### src/tocmc_pkg.sv
// Package for the timer output-compare mode configuration block
package tocmc_pkg;
	// Register offsets (byte addresses)
	localparam logic [7:0] TOCMC_MODE_OFF = 8'h18;
	localparam logic [7:0] TOCMC_ENAB_OFF = 8'h20;
	localparam logic [7:0] TOCMC_CMP1_OFF = 8'h34;
	localparam logic [7:0] TOCMC_CMP2_OFF = 8'h38;
	localparam logic [7:0] TOCMC_CTRL_OFF = 8'h3c;
	localparam logic [7:0] TOCMC_STAT_OFF = 8'h40;
	// Mode register field positions
	localparam int TOCMC_CH1_DIR_LSB = 0;
	localparam int TOCMC_CH1_FAST_BIT = 2;
	localparam int TOCMC_CH1_PRE_BIT = 3;
	localparam int TOCMC_CH1_MODE_LSB = 4;
	localparam int TOCMC_CH2_DIR_LSB = 8;
	localparam int TOCMC_CH2_FAST_BIT = 10;
	localparam int TOCMC_CH2_PRE_BIT = 11;
	localparam int TOCMC_CH2_MODE_LSB = 12;
	// Reset values and the locking protection level
	localparam logic [15:0] TOCMC_MODE_RST = 16'h0000;
	localparam logic [15:0] TOCMC_CMP_RST = 16'h0000;
	localparam logic [1:0] TOCMC_PROT_LOCKED = 2'h3;
	// Direction select encodings
	localparam logic [1:0] TOCMC_DIR_OUT = 2'h0;
	// Compare modes
	typedef enum logic [2:0] {
		TOCMC_FREEZE = 3'h0,
		TOCMC_SET_MATCH = 3'h1,
		TOCMC_CLR_MATCH = 3'h2,
		TOCMC_TOG_MATCH = 3'h3,
		TOCMC_FORCE_LOW = 3'h4,
		TOCMC_FORCE_HIGH = 3'h5,
		TOCMC_PWM1 = 3'h6,
		TOCMC_PWM2 = 3'h7
	} tocmc_mode_t;
	// Per-channel configuration
	typedef struct packed {
		tocmc_mode_t mode;
		logic preload;
		logic fast;
		logic [1:0] dir;
	} tocmc_chan_t;
	// Register bus request
	typedef struct packed {
		logic [7:0] addr;
		logic [15:0] wdata;
		logic wr;
		logic rd;
	} tocmc_bus_t;
endpackage : tocmc_pkg

### src/tocmc_top.sv
// Output-compare mode configuration and reference generation for two channels
//
// The register offsets and the address-and-strobe port were left to the implementer.
`timescale 1ns/1ps
// Functional notes
// - Ch1 direction 00 output, 01 input 1, 10 input 2, 11 trigger input.
// - Ch1 direction writable only while ch1 enable bit is clear.
// - Ch1 fast enable bit 2 reacts to trigger event without delay.
// - Preload off: compare value write is used at next comparison.
// - Preload on: write goes to shadow, copied on update event.
// - Protection level 3 with output channel locks preload and mode bits.
// - Mode 000 freezes the reference output.
// - Mode 001 sets reference high on match.
// - Mode 010 sets reference low on match.
// - Mode 011 toggles reference on match.
// - Mode 100 forces reference low.
// - Mode 101 forces reference high.
// - Mode 110 high while counter below compare value.
// - Mode 111 high while counter above compare value.
// - PWM level follows compare result, also right after leaving freeze.
// - Ch2 direction 00 output, 01 input 2, 10 input 1, 11 trigger input.
// - Ch2 direction writable only while ch2 enable bit is clear.
// - Ch2 fields at 10, 11, 14:12; bits 7 and 15 reserved.
module tocmc_top
	import tocmc_pkg::*;
(
	input wire logic ref_clk_in,
	input wire logic rst_n_in,
	input wire tocmc_bus_t bus_in,
	output logic [15:0] rdata_out,
	input wire logic update_event_in,
	input wire logic trigger_event_in,
	input wire logic [15:0] counter_value_in,
	input wire logic [1:0] protection_level_in,
	input wire logic timer_input_1_in,
	input wire logic timer_input_2_in,
	input wire logic trigger_controller_input_in,
	output logic ch1_reference_output_out,
	output logic ch2_reference_output_out,
	output logic ch1_capture_input_out,
	output logic ch2_capture_input_out
);

	tocmc_chan_t ch1_cfg_r;
	tocmc_chan_t ch2_cfg_r;
	logic ch1_enable_bit_r;
	logic ch2_enable_bit_r;
	logic single_pulse_enable_r;
	logic [15:0] ch1_compare_value_r;
	logic [15:0] ch2_compare_value_r;
	logic [15:0] ch1_shadow_r;
	logic [15:0] ch2_shadow_r;
	logic [2:0] src1_sync_r;
	logic [2:0] src2_sync_r;
	logic [2:0] srct_sync_r;
	logic src1_lvl_r;
	logic src2_lvl_r;
	logic srct_lvl_r;
	logic [15:0] mode_word;
	logic wr_mode;
	logic lock1;
	logic lock2;
	logic ch1_ref_nxt;
	logic ch2_ref_nxt;

	// Next reference level for one channel; trigger forces a fast match when enabled
	function automatic logic ref_next(input tocmc_chan_t cfg, input logic cur,
		input logic [15:0] count, input logic [15:0] cmp, input logic trig);
		logic match;
		match = (count == cmp) || (cfg.fast && trig);
		case (cfg.mode)
			TOCMC_FREEZE: ref_next = cur;
			TOCMC_SET_MATCH: ref_next = match ? 1'b1 : cur;
			TOCMC_CLR_MATCH: ref_next = match ? 1'b0 : cur;
			TOCMC_TOG_MATCH: ref_next = match ? ~cur : cur;
			TOCMC_FORCE_LOW: ref_next = 1'b0;
			TOCMC_FORCE_HIGH: ref_next = 1'b1;
			TOCMC_PWM1: ref_next = (count < cmp);
			default: ref_next = (count > cmp);
		endcase
	endfunction : ref_next

	// Capture source selection; direction swaps the two timer inputs per channel
	function automatic logic cap_sel(input logic [1:0] dir, input logic own,
		input logic other, input logic trig_src);
		case (dir)
			2'h1: cap_sel = own;
			2'h2: cap_sel = other;
			2'h3: cap_sel = trig_src;
			default: cap_sel = 1'b0;
		endcase
	endfunction : cap_sel

	assign wr_mode = bus_in.wr && (bus_in.addr == TOCMC_MODE_OFF);
	assign mode_word = bus_in.wdata;
	// Lock applies only while the channel is an output
	assign lock1 = (protection_level_in == TOCMC_PROT_LOCKED) && (ch1_cfg_r.dir == TOCMC_DIR_OUT);
	assign lock2 = (protection_level_in == TOCMC_PROT_LOCKED) && (ch2_cfg_r.dir == TOCMC_DIR_OUT);

	// Channel 1 configuration fields
	always_ff @(posedge ref_clk_in or negedge rst_n_in)
	begin
		if (!rst_n_in)
		begin
			ch1_cfg_r <= tocmc_chan_t'(TOCMC_MODE_RST[6:0]);
		end
		else if (wr_mode)
		begin
			if (!ch1_enable_bit_r)
			begin
				ch1_cfg_r.dir <= mode_word[TOCMC_CH1_DIR_LSB +: 2];
			end
			ch1_cfg_r.fast <= mode_word[TOCMC_CH1_FAST_BIT];
			if (!lock1)
			begin
				ch1_cfg_r.preload <= mode_word[TOCMC_CH1_PRE_BIT];
				ch1_cfg_r.mode <= tocmc_mode_t'(mode_word[TOCMC_CH1_MODE_LSB +: 3]);
			end
		end
	end

	// Channel 2 configuration fields, same behaviour as channel 1
	always_ff @(posedge ref_clk_in or negedge rst_n_in)
	begin
		if (!rst_n_in)
		begin
			ch2_cfg_r <= tocmc_chan_t'(TOCMC_MODE_RST[14:8]);
		end
		else if (wr_mode)
		begin
			if (!ch2_enable_bit_r)
			begin
				ch2_cfg_r.dir <= mode_word[TOCMC_CH2_DIR_LSB +: 2];
			end
			ch2_cfg_r.fast <= mode_word[TOCMC_CH2_FAST_BIT];
			if (!lock2)
			begin
				ch2_cfg_r.preload <= mode_word[TOCMC_CH2_PRE_BIT];
				ch2_cfg_r.mode <= tocmc_mode_t'(mode_word[TOCMC_CH2_MODE_LSB +: 3]);
			end
		end
	end

	// Channel enables live in the enable register, the single-pulse flag in the control register
	always_ff @(posedge ref_clk_in or negedge rst_n_in)
	begin
		if (!rst_n_in)
		begin
			ch1_enable_bit_r <= 1'b0;
			ch2_enable_bit_r <= 1'b0;
			single_pulse_enable_r <= 1'b0;
		end
		else if (bus_in.wr && (bus_in.addr == TOCMC_ENAB_OFF))
		begin
			ch1_enable_bit_r <= bus_in.wdata[0];
			ch2_enable_bit_r <= bus_in.wdata[1];
		end
		else if (bus_in.wr && (bus_in.addr == TOCMC_CTRL_OFF))
		begin
			single_pulse_enable_r <= bus_in.wdata[0];
		end
	end

	// Shadow compare values always take software writes
	always_ff @(posedge ref_clk_in or negedge rst_n_in)
	begin
		if (!rst_n_in)
		begin
			ch1_shadow_r <= TOCMC_CMP_RST;
			ch2_shadow_r <= TOCMC_CMP_RST;
		end
		else
		begin
			if (bus_in.wr && (bus_in.addr == TOCMC_CMP1_OFF))
			begin
				ch1_shadow_r <= bus_in.wdata;
			end
			if (bus_in.wr && (bus_in.addr == TOCMC_CMP2_OFF))
			begin
				ch2_shadow_r <= bus_in.wdata;
			end
		end
	end

	// Active compare values: direct write without preload, else copy on update
	always_ff @(posedge ref_clk_in or negedge rst_n_in)
	begin
		if (!rst_n_in)
		begin
			ch1_compare_value_r <= TOCMC_CMP_RST;
			ch2_compare_value_r <= TOCMC_CMP_RST;
		end
		else
		begin
			if (!ch1_cfg_r.preload && bus_in.wr && (bus_in.addr == TOCMC_CMP1_OFF))
			begin
				ch1_compare_value_r <= bus_in.wdata;
			end
			else if (ch1_cfg_r.preload && update_event_in)
			begin
				ch1_compare_value_r <= ch1_shadow_r;
			end
			if (!ch2_cfg_r.preload && bus_in.wr && (bus_in.addr == TOCMC_CMP2_OFF))
			begin
				ch2_compare_value_r <= bus_in.wdata;
			end
			else if (ch2_cfg_r.preload && update_event_in)
			begin
				ch2_compare_value_r <= ch2_shadow_r;
			end
		end
	end

	assign ch1_ref_nxt = ref_next(ch1_cfg_r, ch1_reference_output_out, counter_value_in,
		ch1_compare_value_r, trigger_event_in);
	assign ch2_ref_nxt = ref_next(ch2_cfg_r, ch2_reference_output_out, counter_value_in,
		ch2_compare_value_r, trigger_event_in);

	// Reference outputs; PWM levels are recomputed every cycle so leaving freeze acts at once
	always_ff @(posedge ref_clk_in or negedge rst_n_in)
	begin
		if (!rst_n_in)
		begin
			ch1_reference_output_out <= 1'b0;
			ch2_reference_output_out <= 1'b0;
		end
		else
		begin
			ch1_reference_output_out <= ch1_ref_nxt;
			ch2_reference_output_out <= ch2_ref_nxt;
		end
	end

	// Input pins pass three flops; a change counts once stages two and three agree
	always_ff @(posedge ref_clk_in or negedge rst_n_in)
	begin
		if (!rst_n_in)
		begin
			src1_sync_r <= 3'h0;
			src2_sync_r <= 3'h0;
			srct_sync_r <= 3'h0;
			src1_lvl_r <= 1'b0;
			src2_lvl_r <= 1'b0;
			srct_lvl_r <= 1'b0;
		end
		else
		begin
			src1_sync_r <= {src1_sync_r[1:0], timer_input_1_in};
			src2_sync_r <= {src2_sync_r[1:0], timer_input_2_in};
			srct_sync_r <= {srct_sync_r[1:0], trigger_controller_input_in};
			if (src1_sync_r[1] == src1_sync_r[2])
			begin
				src1_lvl_r <= src1_sync_r[2];
			end
			if (src2_sync_r[1] == src2_sync_r[2])
			begin
				src2_lvl_r <= src2_sync_r[2];
			end
			if (srct_sync_r[1] == srct_sync_r[2])
			begin
				srct_lvl_r <= srct_sync_r[2];
			end
		end
	end

	// Capture input routing; low while the channel is an output
	always_ff @(posedge ref_clk_in or negedge rst_n_in)
	begin
		if (!rst_n_in)
		begin
			ch1_capture_input_out <= 1'b0;
			ch2_capture_input_out <= 1'b0;
		end
		else
		begin
			ch1_capture_input_out <= cap_sel(ch1_cfg_r.dir, src1_lvl_r, src2_lvl_r, srct_lvl_r);
			ch2_capture_input_out <= cap_sel(ch2_cfg_r.dir, src2_lvl_r, src1_lvl_r, srct_lvl_r);
		end
	end

	// Read port: data one cycle after the strobe, unmapped reads give zero
	always_ff @(posedge ref_clk_in or negedge rst_n_in)
	begin
		if (!rst_n_in)
		begin
			rdata_out <= 16'h0000;
		end
		else if (!bus_in.rd)
		begin
			rdata_out <= 16'h0000;
		end
		else if (bus_in.addr == TOCMC_MODE_OFF)
		begin
			rdata_out <= {1'b0, ch2_cfg_r, 1'b0, ch1_cfg_r};
		end
		else if (bus_in.addr == TOCMC_ENAB_OFF)
		begin
			rdata_out <= {14'h0000, ch2_enable_bit_r, ch1_enable_bit_r};
		end
		else if (bus_in.addr == TOCMC_CMP1_OFF)
		begin
			rdata_out <= ch1_compare_value_r;
		end
		else if (bus_in.addr == TOCMC_CMP2_OFF)
		begin
			rdata_out <= ch2_compare_value_r;
		end
		else if (bus_in.addr == TOCMC_CTRL_OFF)
		begin
			rdata_out <= {15'h0000, single_pulse_enable_r};
		end
		else if (bus_in.addr == TOCMC_STAT_OFF)
		begin
			rdata_out <= {14'h0000, ch2_reference_output_out, ch1_reference_output_out};
		end
		else
		begin
			rdata_out <= 16'h0000;
		end
	end

	// Direction stays put across a write while the channel is enabled
	ch1_dir_hold_a: assert property (@(posedge ref_clk_in) disable iff (!rst_n_in)
		ch1_enable_bit_r |=> $stable(ch1_cfg_r.dir))
		else $error("ch1 direction changed while enabled");
	ch2_dir_hold_a: assert property (@(posedge ref_clk_in) disable iff (!rst_n_in)
		ch2_enable_bit_r |=> $stable(ch2_cfg_r.dir))
		else $error("ch2 direction changed while enabled");
	// Locked channel keeps mode and preload
	ch1_lock_hold_a: assert property (@(posedge ref_clk_in) disable iff (!rst_n_in)
		lock1 |=> $stable(ch1_cfg_r.mode) && $stable(ch1_cfg_r.preload))
		else $error("ch1 mode changed under protection");
	// Preloaded value only moves on update event
	preload_wait_a: assert property (@(posedge ref_clk_in) disable iff (!rst_n_in)
		(ch1_cfg_r.preload && !update_event_in) |=> $stable(ch1_compare_value_r))
		else $error("ch1 compare value moved without update");
	direct_write_a: assert property (@(posedge ref_clk_in) disable iff (!rst_n_in)
		(!ch1_cfg_r.preload && bus_in.wr && bus_in.addr == TOCMC_CMP1_OFF)
		|=> ch1_compare_value_r == $past(bus_in.wdata))
		else $error("ch1 direct compare write lost");
	// Freeze holds the reference output
	freeze_hold_a: assert property (@(posedge ref_clk_in) disable iff (!rst_n_in)
		ch1_cfg_r.mode == TOCMC_FREEZE |=> $stable(ch1_reference_output_out))
		else $error("ch1 reference moved in freeze");
	set_match_a: assert property (@(posedge ref_clk_in) disable iff (!rst_n_in)
		(ch1_cfg_r.mode == TOCMC_SET_MATCH && counter_value_in == ch1_compare_value_r)
		|=> ch1_reference_output_out)
		else $error("ch1 reference not set on match");
	force_low_a: assert property (@(posedge ref_clk_in) disable iff (!rst_n_in)
		ch1_cfg_r.mode == TOCMC_FORCE_LOW |=> !ch1_reference_output_out)
		else $error("ch1 reference not forced low");
	pwm_one_a: assert property (@(posedge ref_clk_in) disable iff (!rst_n_in)
		ch1_cfg_r.mode == TOCMC_PWM1
		|=> ch1_reference_output_out == ($past(counter_value_in) < $past(ch1_compare_value_r)))
		else $error("ch1 PWM mode 1 level wrong");
	toggle_match_a: assert property (@(posedge ref_clk_in) disable iff (!rst_n_in)
		(ch2_cfg_r.mode == TOCMC_TOG_MATCH && counter_value_in == ch2_compare_value_r)
		|=> ch2_reference_output_out != $past(ch2_reference_output_out))
		else $error("ch2 reference did not toggle");
	// Locked channel 2 keeps mode and preload as well
	ch2_lock_hold_a: assert property (@(posedge ref_clk_in) disable iff (!rst_n_in)
		lock2 |=> $stable(ch2_cfg_r.mode) && $stable(ch2_cfg_r.preload))
		else $error("ch2 mode changed under protection");
	clr_match_a: assert property (@(posedge ref_clk_in) disable iff (!rst_n_in)
		(ch1_cfg_r.mode == TOCMC_CLR_MATCH && counter_value_in == ch1_compare_value_r)
		|=> !ch1_reference_output_out)
		else $error("ch1 reference not cleared on match");
	force_high_a: assert property (@(posedge ref_clk_in) disable iff (!rst_n_in)
		ch1_cfg_r.mode == TOCMC_FORCE_HIGH |=> ch1_reference_output_out)
		else $error("ch1 reference not forced high");
	pwm_two_a: assert property (@(posedge ref_clk_in) disable iff (!rst_n_in)
		ch1_cfg_r.mode == TOCMC_PWM2
		|=> ch1_reference_output_out == ($past(counter_value_in) > $past(ch1_compare_value_r)))
		else $error("ch1 PWM mode 2 level wrong");
	// A fast-enabled trigger acts as a match without waiting for the counter
	fast_match_a: assert property (@(posedge ref_clk_in) disable iff (!rst_n_in)
		(ch1_cfg_r.mode == TOCMC_SET_MATCH && ch1_cfg_r.fast && trigger_event_in)
		|=> ch1_reference_output_out)
		else $error("ch1 fast trigger did not act");
	// Capture path stays quiet while channel 1 drives its output
	ch1_out_quiet_a: assert property (@(posedge ref_clk_in) disable iff (!rst_n_in)
		ch1_cfg_r.dir == TOCMC_DIR_OUT |=> !ch1_capture_input_out)
		else $error("ch1 capture input active while output");

endmodule : tocmc_top

### config.mk
export PLATFORM = sky130hd
export DESIGN_NAME = tocmc_top
export DESIGN_NICKNAME = d
export VERILOG_FILES = /design/src/tocmc_pkg.sv /design/src/tocmc_top.sv
export SDC_FILE = /design/constraint.sdc
export NUM_CORES = 1
export LEC_CHECK = 0
export CAP_MARGIN = 20
export CELL_PAD_IN_SITES_DETAIL_PLACEMENT = 1
export CELL_PAD_IN_SITES_GLOBAL_PLACEMENT = 1
export CORE_MARGIN = 2
export CORE_UTILIZATION = 55
export DETAILED_ROUTE_END_ITERATION = 8
export DONT_BUFFER_PORTS = 1
export GPL_TIMING_DRIVEN = 0
export PLACE_DENSITY_LB_ADDON = 0.1
export SLEW_MARGIN = 25
export SYNTH_ARGS = -nofsm -noshare
export SYNTH_HDL_FRONTEND = slang
export SYNTH_SLANG_ARGS = --single-unit
### constraint.sdc
create_clock -name ref_clk_in -period 4.38 [get_ports ref_clk_in]
set_input_delay 0.438 -clock ref_clk_in [delete_from_list [all_inputs] [get_ports ref_clk_in]]
set_output_delay 0.438 -clock ref_clk_in [all_outputs]
set_load 0.02 [all_outputs]
# Word level (Yosys, flattened, before mapping)
# Index checks and enable logic that the tools add are counted.
# totals
ff_bits	113
output_inout_bits	20
# op_classes
reduce_logical	32
n_bitwise	9
n_eq_ne	36
muxes	21
order_cmp	4
# op_table
operator	n
$mux 16	9
$eq 16x16->1	2
$eq 8x6->1 const B	4
$gt 16x16->1	2
$lt 16x16->1	2
$eq 3x3->1 const B	6
$logic_and 1x1->1	15
$pmux 1 s7	2
$eq 3x2->1 const B	4
$ne 2x2->1 const B	6
$eq 2x2->1 const B	5
$reduce_and 2->1	5
$not 1->1	9
$eq 8x5->1 const B	1
$eq 8x7->1 const B	1
$reduce_and 4->1	2
$eq 3x1->1 const B	2
$logic_not 3->1	2
$mux 1	6
$pmux 1 s3	2
$eq 2x1->1 const B	2
$logic_not 2->1	2
$mux 2	2
$reduce_bool 2->1	2
other kinds (3)	7

# Logic depth before layout (Yosys ltp)
# Gate-level depths: netlist (run 1).
# logic_depth
ltp_word	8
mapped_depth	8
depth_no_buf	7

# Worst setup path before layout (run 1)
# No wires, ideal clock.
# synth_timing
path_kind	input port to flip-flop
from	input counter_value_in[14]
to	register ch2_reference_output_out
required_ns	4.241
n_path_buf	0
setup_slack_ns	2.369
cell_stages	6
t_arrival_ns	1.872
cell_sequence	ha_1 -> nand4_1 -> nor4_1 -> a21oi_1 -> mux2i_1 -> or4b_1
# synth_via
elab_chain_cells	4
word_cells_on_any_way	9
classes_between	2 x order compare; 4 x eq/ne; 1 x mux; 2 x reduce/logical
# synth_rtl
item	line	text
start: declaration	tocmc_top.sv:33	input wire logic [15:0] counter_value_in,
branches (longest 4 deep; another with $gt 16x16->1)	--	
end signal: assignment	tocmc_top.sv:230	ch2_reference_output_out <= ch2_ref_nxt;
end: declaration	tocmc_top.sv:39	output logic ch2_reference_output_out,
# Several ways; the timed one is not identified.
# A chain may end at the register's enable or synchronous reset.

# Final worst setup path (run 1)
# layout_timing
from	register ch2_compare_value_r[15]
to	register ch2_reference_output_out
# layout_via
elab_chain_cells	4
word_cells_on_any_way	9
classes_between	2 x order compare; 4 x eq/ne; 1 x mux; 2 x reduce/logical
# layout_rtl
item	line	text
start: declaration	tocmc_top.sv:50	logic [15:0] ch2_compare_value_r;
start signal: assignment	tocmc_top.sv:205	ch2_compare_value_r <= bus_in.wdata;
start signal: assignment	tocmc_top.sv:209	ch2_compare_value_r <= ch2_shadow_r;
branches (longest 4 deep; another with $gt 16x16->1)	--	
# Several ways; the timed one is not identified.

==> results of run 1 <==
per-stage QoR:
step / instances / total power, W / utilization / area, sq um / setup slack [ps]
after floorplan: 485 / 0.00127 / - / 5610 / 2370
after global placement: 618 / 0.00131 / 0.589 / 5780 / 2170
after detailed placement: 618 / 0.00133 / 0.589 / 5780 / 2090
after CTS: 655 / 0.00276 / 0.656 / 6440 / 2040
after global routing: 655 / 0.00284 / 0.656 / 6440 / 1950
final: 655 / 0.00276 / 0.656 / 6440 / 2030
what timing repair did:
| action | 4_1_cts | 5_1_grt |
|---|---|---|
| hold endpoints to repair | 116 | 0 |
| hold buffers | 5 | 0 |
| buffers inserted | 0 | 0 |
Yosys cell counts, types with 4 or more instances:
| cell type | number |
|---|---|
| a21oi_1 | 16 |
| a221o_1 | 31 |
| a22oi_1 | 16 |
| a31o_2 | 4 |
| and3_1 | 34 |
| buf_2 | 5 |
| clkbuf_1 | 13 |
| dfrtp_1 | 113 |
| ha_1 | 32 |
| inv_1 | 32 |
| mux2_1 | 8 |
| mux2_2 | 43 |
| nand2_1 | 34 |
| nand2b_1 | 5 |
| nand3_1 | 6 |
| nand4_1 | 7 |
| nor2_1 | 13 |
| o21ai_0 | 18 |
| or3_1 | 4 |
area by class of cell:
class | count | share of cell area
Inverter | 32 | 0.0186
Tap cell | 133 | 0.0258
Timing Repair Buffer | 5 | 0.0105
Clock inverter | 15 | 0.0285
Buffer | 22 | 0.0173
Multi-Input combinational cell | 318 | 0.396
Clock buffer | 17 | 0.0643
Sequential cell | 113 | 0.439
sequential cells by signal (all words and copies together) (netlist names), 3 cells and up:
| name | cells |
|---|---|
| ch2_shadow_r | 16 |
| ch2_cfg_r | 7 |
| rdata_out | 16 |
| ch2_compare_value_r | 16 |
| ch1_cfg_r | 7 |
| src2_sync_r | 3 |
| srct_sync_r | 3 |
| src1_sync_r | 3 |
| ch1_shadow_r | 16 |
| ch1_compare_value_r | 16 |
cell families (layout without fill, tap and decap cells):
group | Yosys count | count (layout) | share of synthesized area
DFF | 113 | 113 | 0.504
buffers and inverters | 54 | 91 | 0.0412
and+or+nand+nor | 129 | 129 | 0.135
adders and majority gates | 35 | 35 | 0.0767
muxes | 53 | 53 | 0.106
AOI/OAI and AO/OA | 101 | 101 | 0.137
placed cells by master (no fill, tap or decap), types with 3 or more instances in the layout:
| cell | synthesis | final |
|---|---|---|
| buf_6 | 3 | 3 |
| nand2b_1 | 5 | 5 |
| a221o_1 | 31 | 31 |
| a31o_2 | 4 | 4 |
| o21ai_0 | 18 | 18 |
| a21o_1 | 3 | 3 |
| or3_1 | 4 | 4 |
| dfrtp_1 | 113 | 113 |
| bufinv_16 | 0 | 3 |
| nand2_1 | 34 | 34 |
| nor3_2 | 3 | 3 |
| inv_1 | 32 | 32 |
| a21oi_1 | 16 | 16 |
| mux2_2 | 43 | 43 |
| mux2_1 | 8 | 8 |
| a22oi_1 | 16 | 16 |
| and3_1 | 34 | 34 |
| nand4_1 | 7 | 7 |
| maj3_1 | 3 | 3 |
| inv_6 | 0 | 3 |
| nand3_1 | 6 | 6 |
| nor2_1 | 13 | 13 |
| clkbuf_1 | 13 | 13 |
| buf_2 | 5 | 5 |
| ha_1 | 32 | 32 |
| clkbuf_16 | 0 | 16 |
| dlygate4sd3_1 | 0 | 4 |
| clkinvlp_4 | 0 | 6 |
routing by layer:
metal | global-route usage | vias to the layer above
met5 | 0 | -
met4 | 0.120 | 0
met3 | 0.0911 | 30
li1 | - | 1861
met2 | 0.506 | 204
met1 | 0.428 | 2226
path summary, 6_finish.rpt:
check	startpoint	cells after the start	slack (ps)	to
min reg2reg	srct_sync_r[0]	0	360	srct_sync_r[1]
min	bus_in[7]	1	40	ch1_cfg_r[5]
max	ch2_compare_value_r[15]	7	2030	ch2_reference_output_out
min in group asynchronous	rst_n_in	2	490	ch1_shadow_r[15]
max reg2reg	ch2_compare_value_r[15]	7	2030	ch2_reference_output_out
max in group asynchronous	rst_n_in	2	3420	rdata_out[3]
report_power, final:
group / switching [W] / total, W / internal [W]
sequential: 0.0000587 / 0.00115 / 0.00110
clock: 0.000538 / 0.00141 / 0.000871
combinational: 0.000111 / 0.000199 / 0.0000887
==> results.json, run 1 <==
{
  "status": "complete, no violations",
  "cp_data_required_time_ps": 4780,
  "area_growth_syn_to_layout_pct": 14.8,
  "top_layer_used": "met4",
  "finalWirelength_um": 17000,
  "ys_seq_area_frac": 0.504,
  "whs_ps": 40.6,
  "met2WireLength_um": 8170,
  "cts-buffers-inserted": 17,
  "cp_max_fo": 4,
  "core_sq_um": 9820,
  "synthArstFlopShare": 1.00,
  "fill_cells": 978,
  "critical_path_class": "flop to flop",
  "cts_buffer_depth": 2,
  "drc": 0,
  "clockRootBuffer": "clkbuf_8",
  "rows": 36,
  "grt_pass1_wl_um": 26700,
  "path_cells": "inv_1 > ha_1 > nand4_1 > or3_1 > a21o_1 > nand4_1 > or4b_1",
  "start_util": 0.572,
  "grt_max_degree": 114,
  "maxCapViolations": 0,
  "cts_resized": 0,
  "place_congestion": 0.821,
  "met3_length_um": 1220,
  "hold_violations": 0,
  "fp.dieW_um": 105,
  "cp.arrival_ps": 2750,
  "syn_inst": 485,
  "critPathTopFamily": "simple AND/OR/NAND/NOR gates",
  "max_freq_mhz": 426,
  "vias": 4321,
  "antenna_found_initial": 0,
  "slew_headroom": 0.435,
  "layout.nets": 592,
  "ys_types": 55,
  "clk_pin_slew_ps": 60,
  "dr.first_iter.drc_count": 303,
  "synth_edf_count": 0,
  "skew_ps": 13.8,
  "yosysWarningCount": 0,
  "crit_path_top_delay_cell": "or3_1",
  "syn_area_per_cell_sq_um": 11.6,
  "synth_top_area_share": 0.504,
  "hp-class": "input pin to flop",
  "die_h_um": 105,
  "crit_path_end_kind": "flop",
  "period_share": 0.535,
  "synth_ff_type": "dfrtp_1",
  "regArea_sq_um": 2830,
  "drtPass1Iterations": 5,
  "total_leakage_power_nw": 3.03,
  "clkLatencyLatePin_ps": 540,
  "grt.total_usage": 0.323,
  "dieArea_sq_um": 11000,
  "wire_per_inst_um": 25.9,
  "cts_tree": "done",
  "critPathBufInv": 1,
  "yosysTopAreaCell": "dfrtp_1",
  "drv_slew": 0,
  "port_buffers": 0,
  "drive_above_1_share": 0.192,
  "final-setup-viol-count": 0,
  "synthesis.area_sq_um": 5610,
  "cts_sinks": 113,
  "crit_path_max_incr_delay_ps": 460,
  "fin_crit_ps": 2350,
  "vias_per_cell": 6.60,
  "insertedDiodeCount": 0,
  "dp_hpwl_um": 10800,
  "met1_length_um": 7260,
  "ant_nets": 0,
  "startpoint_type": "flop",
  "grt_pass1_vias": 4653,
  "ys_ff_latch": 113,
  "ios": 71,
  "cpMostUsedCell": "nand4_1",
  "peakVddDrop_v": 0.000270,
  "yosys-top-cells-area": "dfrtp_1, mux2_2, ha_1, a221o_1, and3_1",
  "worst_pin_slew_ps": 826,
  "tns_ps": 0,
  "p_per_area_nw_per_um2": 429,
  "grt-ovfl-total": 0,
  "synth_nets": 568,
  "multi_input_area_sq_um": 2550,
  "htreeDepth": 4,
  "rsz0062_at_grt": "no"
}
Power figures use the tool's default switching activity.
==> run 2: changes to the inputs <==
CORE_UTILIZATION = 51   (was 55)
clock period = 2.2 ns   (was 4.38 ns; I/O delays follow)
==> results.json, run 2 (synthesis results as in run 1) <==
{
  "clockRootBuffer": "clkbuf_8",
  "rr_worst_depth": 7,
  "r2r_start": "ch2_compare_value_r[10]",
  "fin_crit_ps": 2190,
  "cts_hold_buf": 26,
  "violations": "negative hold slack",
  "htreeDepth": 4,
  "wire_per_inst_um": 25.3,
  "use_met1": 0.399,
  "fp.dieW_um": 109,
  "dp_hpwl_um": 11100,
  "critical_path_class": "flop to flop",
  "r2r_end": "ch2_reference_output_out",
  "fin_util": 0.627,
  "ant_nets": 0,
  "insertedDiodeCount": 0,
  "worst_pin_slew_ps": 664,
  "cp.arrival_ps": 2600,
  "grt_pass1_vias": 4653,
  "cts_sinks": 113,
  "hp-class": "input pin to async pin",
  "dr.first_iter.drc_count": 374,
  "vias_per_cell": 6.35,
  "crit_path_end_kind": "flop",
  "fill_cells": 1080,
  "numPlacedInstances": 625,
  "antenna_found_initial": 0,
  "finalNonFillerCells": 687,
  "slew_headroom": 0.558,
  "drv_slew": 0,
  "place_congestion": 0.864,
  "total_leakage_power_nw": 3.16,
  "area_growth_syn_to_layout_pct": 20.6,
  "grt_max_degree": 114,
  "maxCapViolations": 0,
  "final_cell_mix": "dfrtp_1, mux2_2, nand2_1, and3_1",
  "ios": 71,
  "drc": 0,
  "final-setup-viol-count": 0,
  "cp_max_fo": 3,
  "dieArea_sq_um": 11900,
  "cts_buffer_depth": 2,
  "whs_ps": -622,
  "rsz0062_at_grt": "yes",
  "port_buffers": 0,
  "status": "complete, but fails checks",
  "hold_violations": 113,
  "clkLatencyLatePin_ps": 540,
  "grtUsageMet3": 0.0801,
  "grt.total_usage": 0.305,
  "start_util": 0.520,
  "die_h_um": 109,
  "startpoint_type": "flop",
  "max_freq_mhz": 457,
  "peakVddDrop_v": 0.000548,
  "core_sq_um": 10800,
  "grt_pass1_wl_um": 26300,
  "p_per_area_nw_per_um2": 832,
  "use_met2": 0.491,
  "rrSetupSlack_ps": 10,
  "drive_above_1_share": 0.210,
  "cp_data_required_time_ps": 2610,
  "layout.nets": 617,
  "clk_pin_slew_ps": 60,
  "cts_tree": "done",
  "finalWirelength_um": 17400,
  "cts-buffers-inserted": 17,
  "final_common_cell": "dfrtp_1",
  "vias": 4361,
  "rows": 38,
  "tns_ps": 0,
  "grt-ovfl-total": 0,
  "skew_ps": 6.86,
  "period_share": 0.995,
  "grt_busiest_layer": "met2",
  "total_power_w": 0.00563,
  "drtPass1Iterations": 5
}
==> run 2: cell count changes in the layout (fill, tap and decap cells not counted), moves of 2 or more <==
cell / delta
dlygate4sd3_1: +22
buf_4: +4
dfrtp_1: -4
dfrtp_2: +4
ha_1: -4
ha_4: +4
clkinv_2: +3
clkinvlp_4: -2
inv_6: -2
==> run 2: timing repair <==
action                                 in CTS  in global routing
endpoints found under the hold margin     200                113
pin swaps                                   2                  4
cloned                                      0                  0
setup endpoints to repair                   2                  2
resized for setup                           3                 10
setup buffers                               1                  3
==> run 2: routing by layer <==
metal  up-vias  routed length [um]
met5         -                   0
met2       179                8480
met3        36                1230
li1       1913                   -
met4         0                 400
met1      2233                7270
==> run 2: worst max-delay path by stage <==
| stage | from | endpoint | slack (ps) | depth (start not counted) |
|---|---|---|---|---|
| floorplan | ch2_compare_value_r[14] | ch2_reference_output_out | 250 | 7 |
| global placement | ch1_compare_value_r[14] | ch1_reference_output_out | 30 | 7 |
| detailed placement | ch2_compare_value_r[11] | ch2_reference_output_out | -50 | 7 |
| CTS | ch2_compare_value_r[13] | ch2_reference_output_out | -30 | 7 |
| global route | ch2_compare_value_r[10] | ch2_reference_output_out | -60 | 7 |
| finish | ch2_compare_value_r[10] | ch2_reference_output_out | 10 | 7 |
==> run 2: where the power goes <==
part | total (W) | switching [W] | internal, W
Clock | 0.00289 | 0.00103 | 0.00186
Sequential | 0.00229 | 0.000108 | 0.00218
Combinational | 0.000446 | 0.000227 | 0.000219
==> run 2: area by class of cell <==
class / instances / area, sq um / area share
timing repair buffer: 30 / 290 / 0.0429
clock buffer: 18 / 428 / 0.0632
clock inverter: 14 / 188 / 0.0277
inverter: 32 / 120 / 0.0177
sequential: 113 / 2830 / 0.419
tap: 140 / 175 / 0.0259
multi-input combinational: 318 / 2620 / 0.388
buffer: 22 / 111 / 0.0165
==> run 2: metrics by stage <==
stage               area [sq um]  worst slack, ps
CTS                         6690            -29.3
global placement            5790             32.2
detailed placement          5790            -51.3
global route                6770            -56.4
finish                      6770             11.4
floorplan                   5610              246
==> run 2: worst max-delay path, cell delays in order (launching register included) <==
cell and delay, ps:
dfrtp_1 390, inv_1 100, ha_4 280, nand4_1 190
or3_1 380, a21o_1 190, nand4_1 80, or4b_1 440
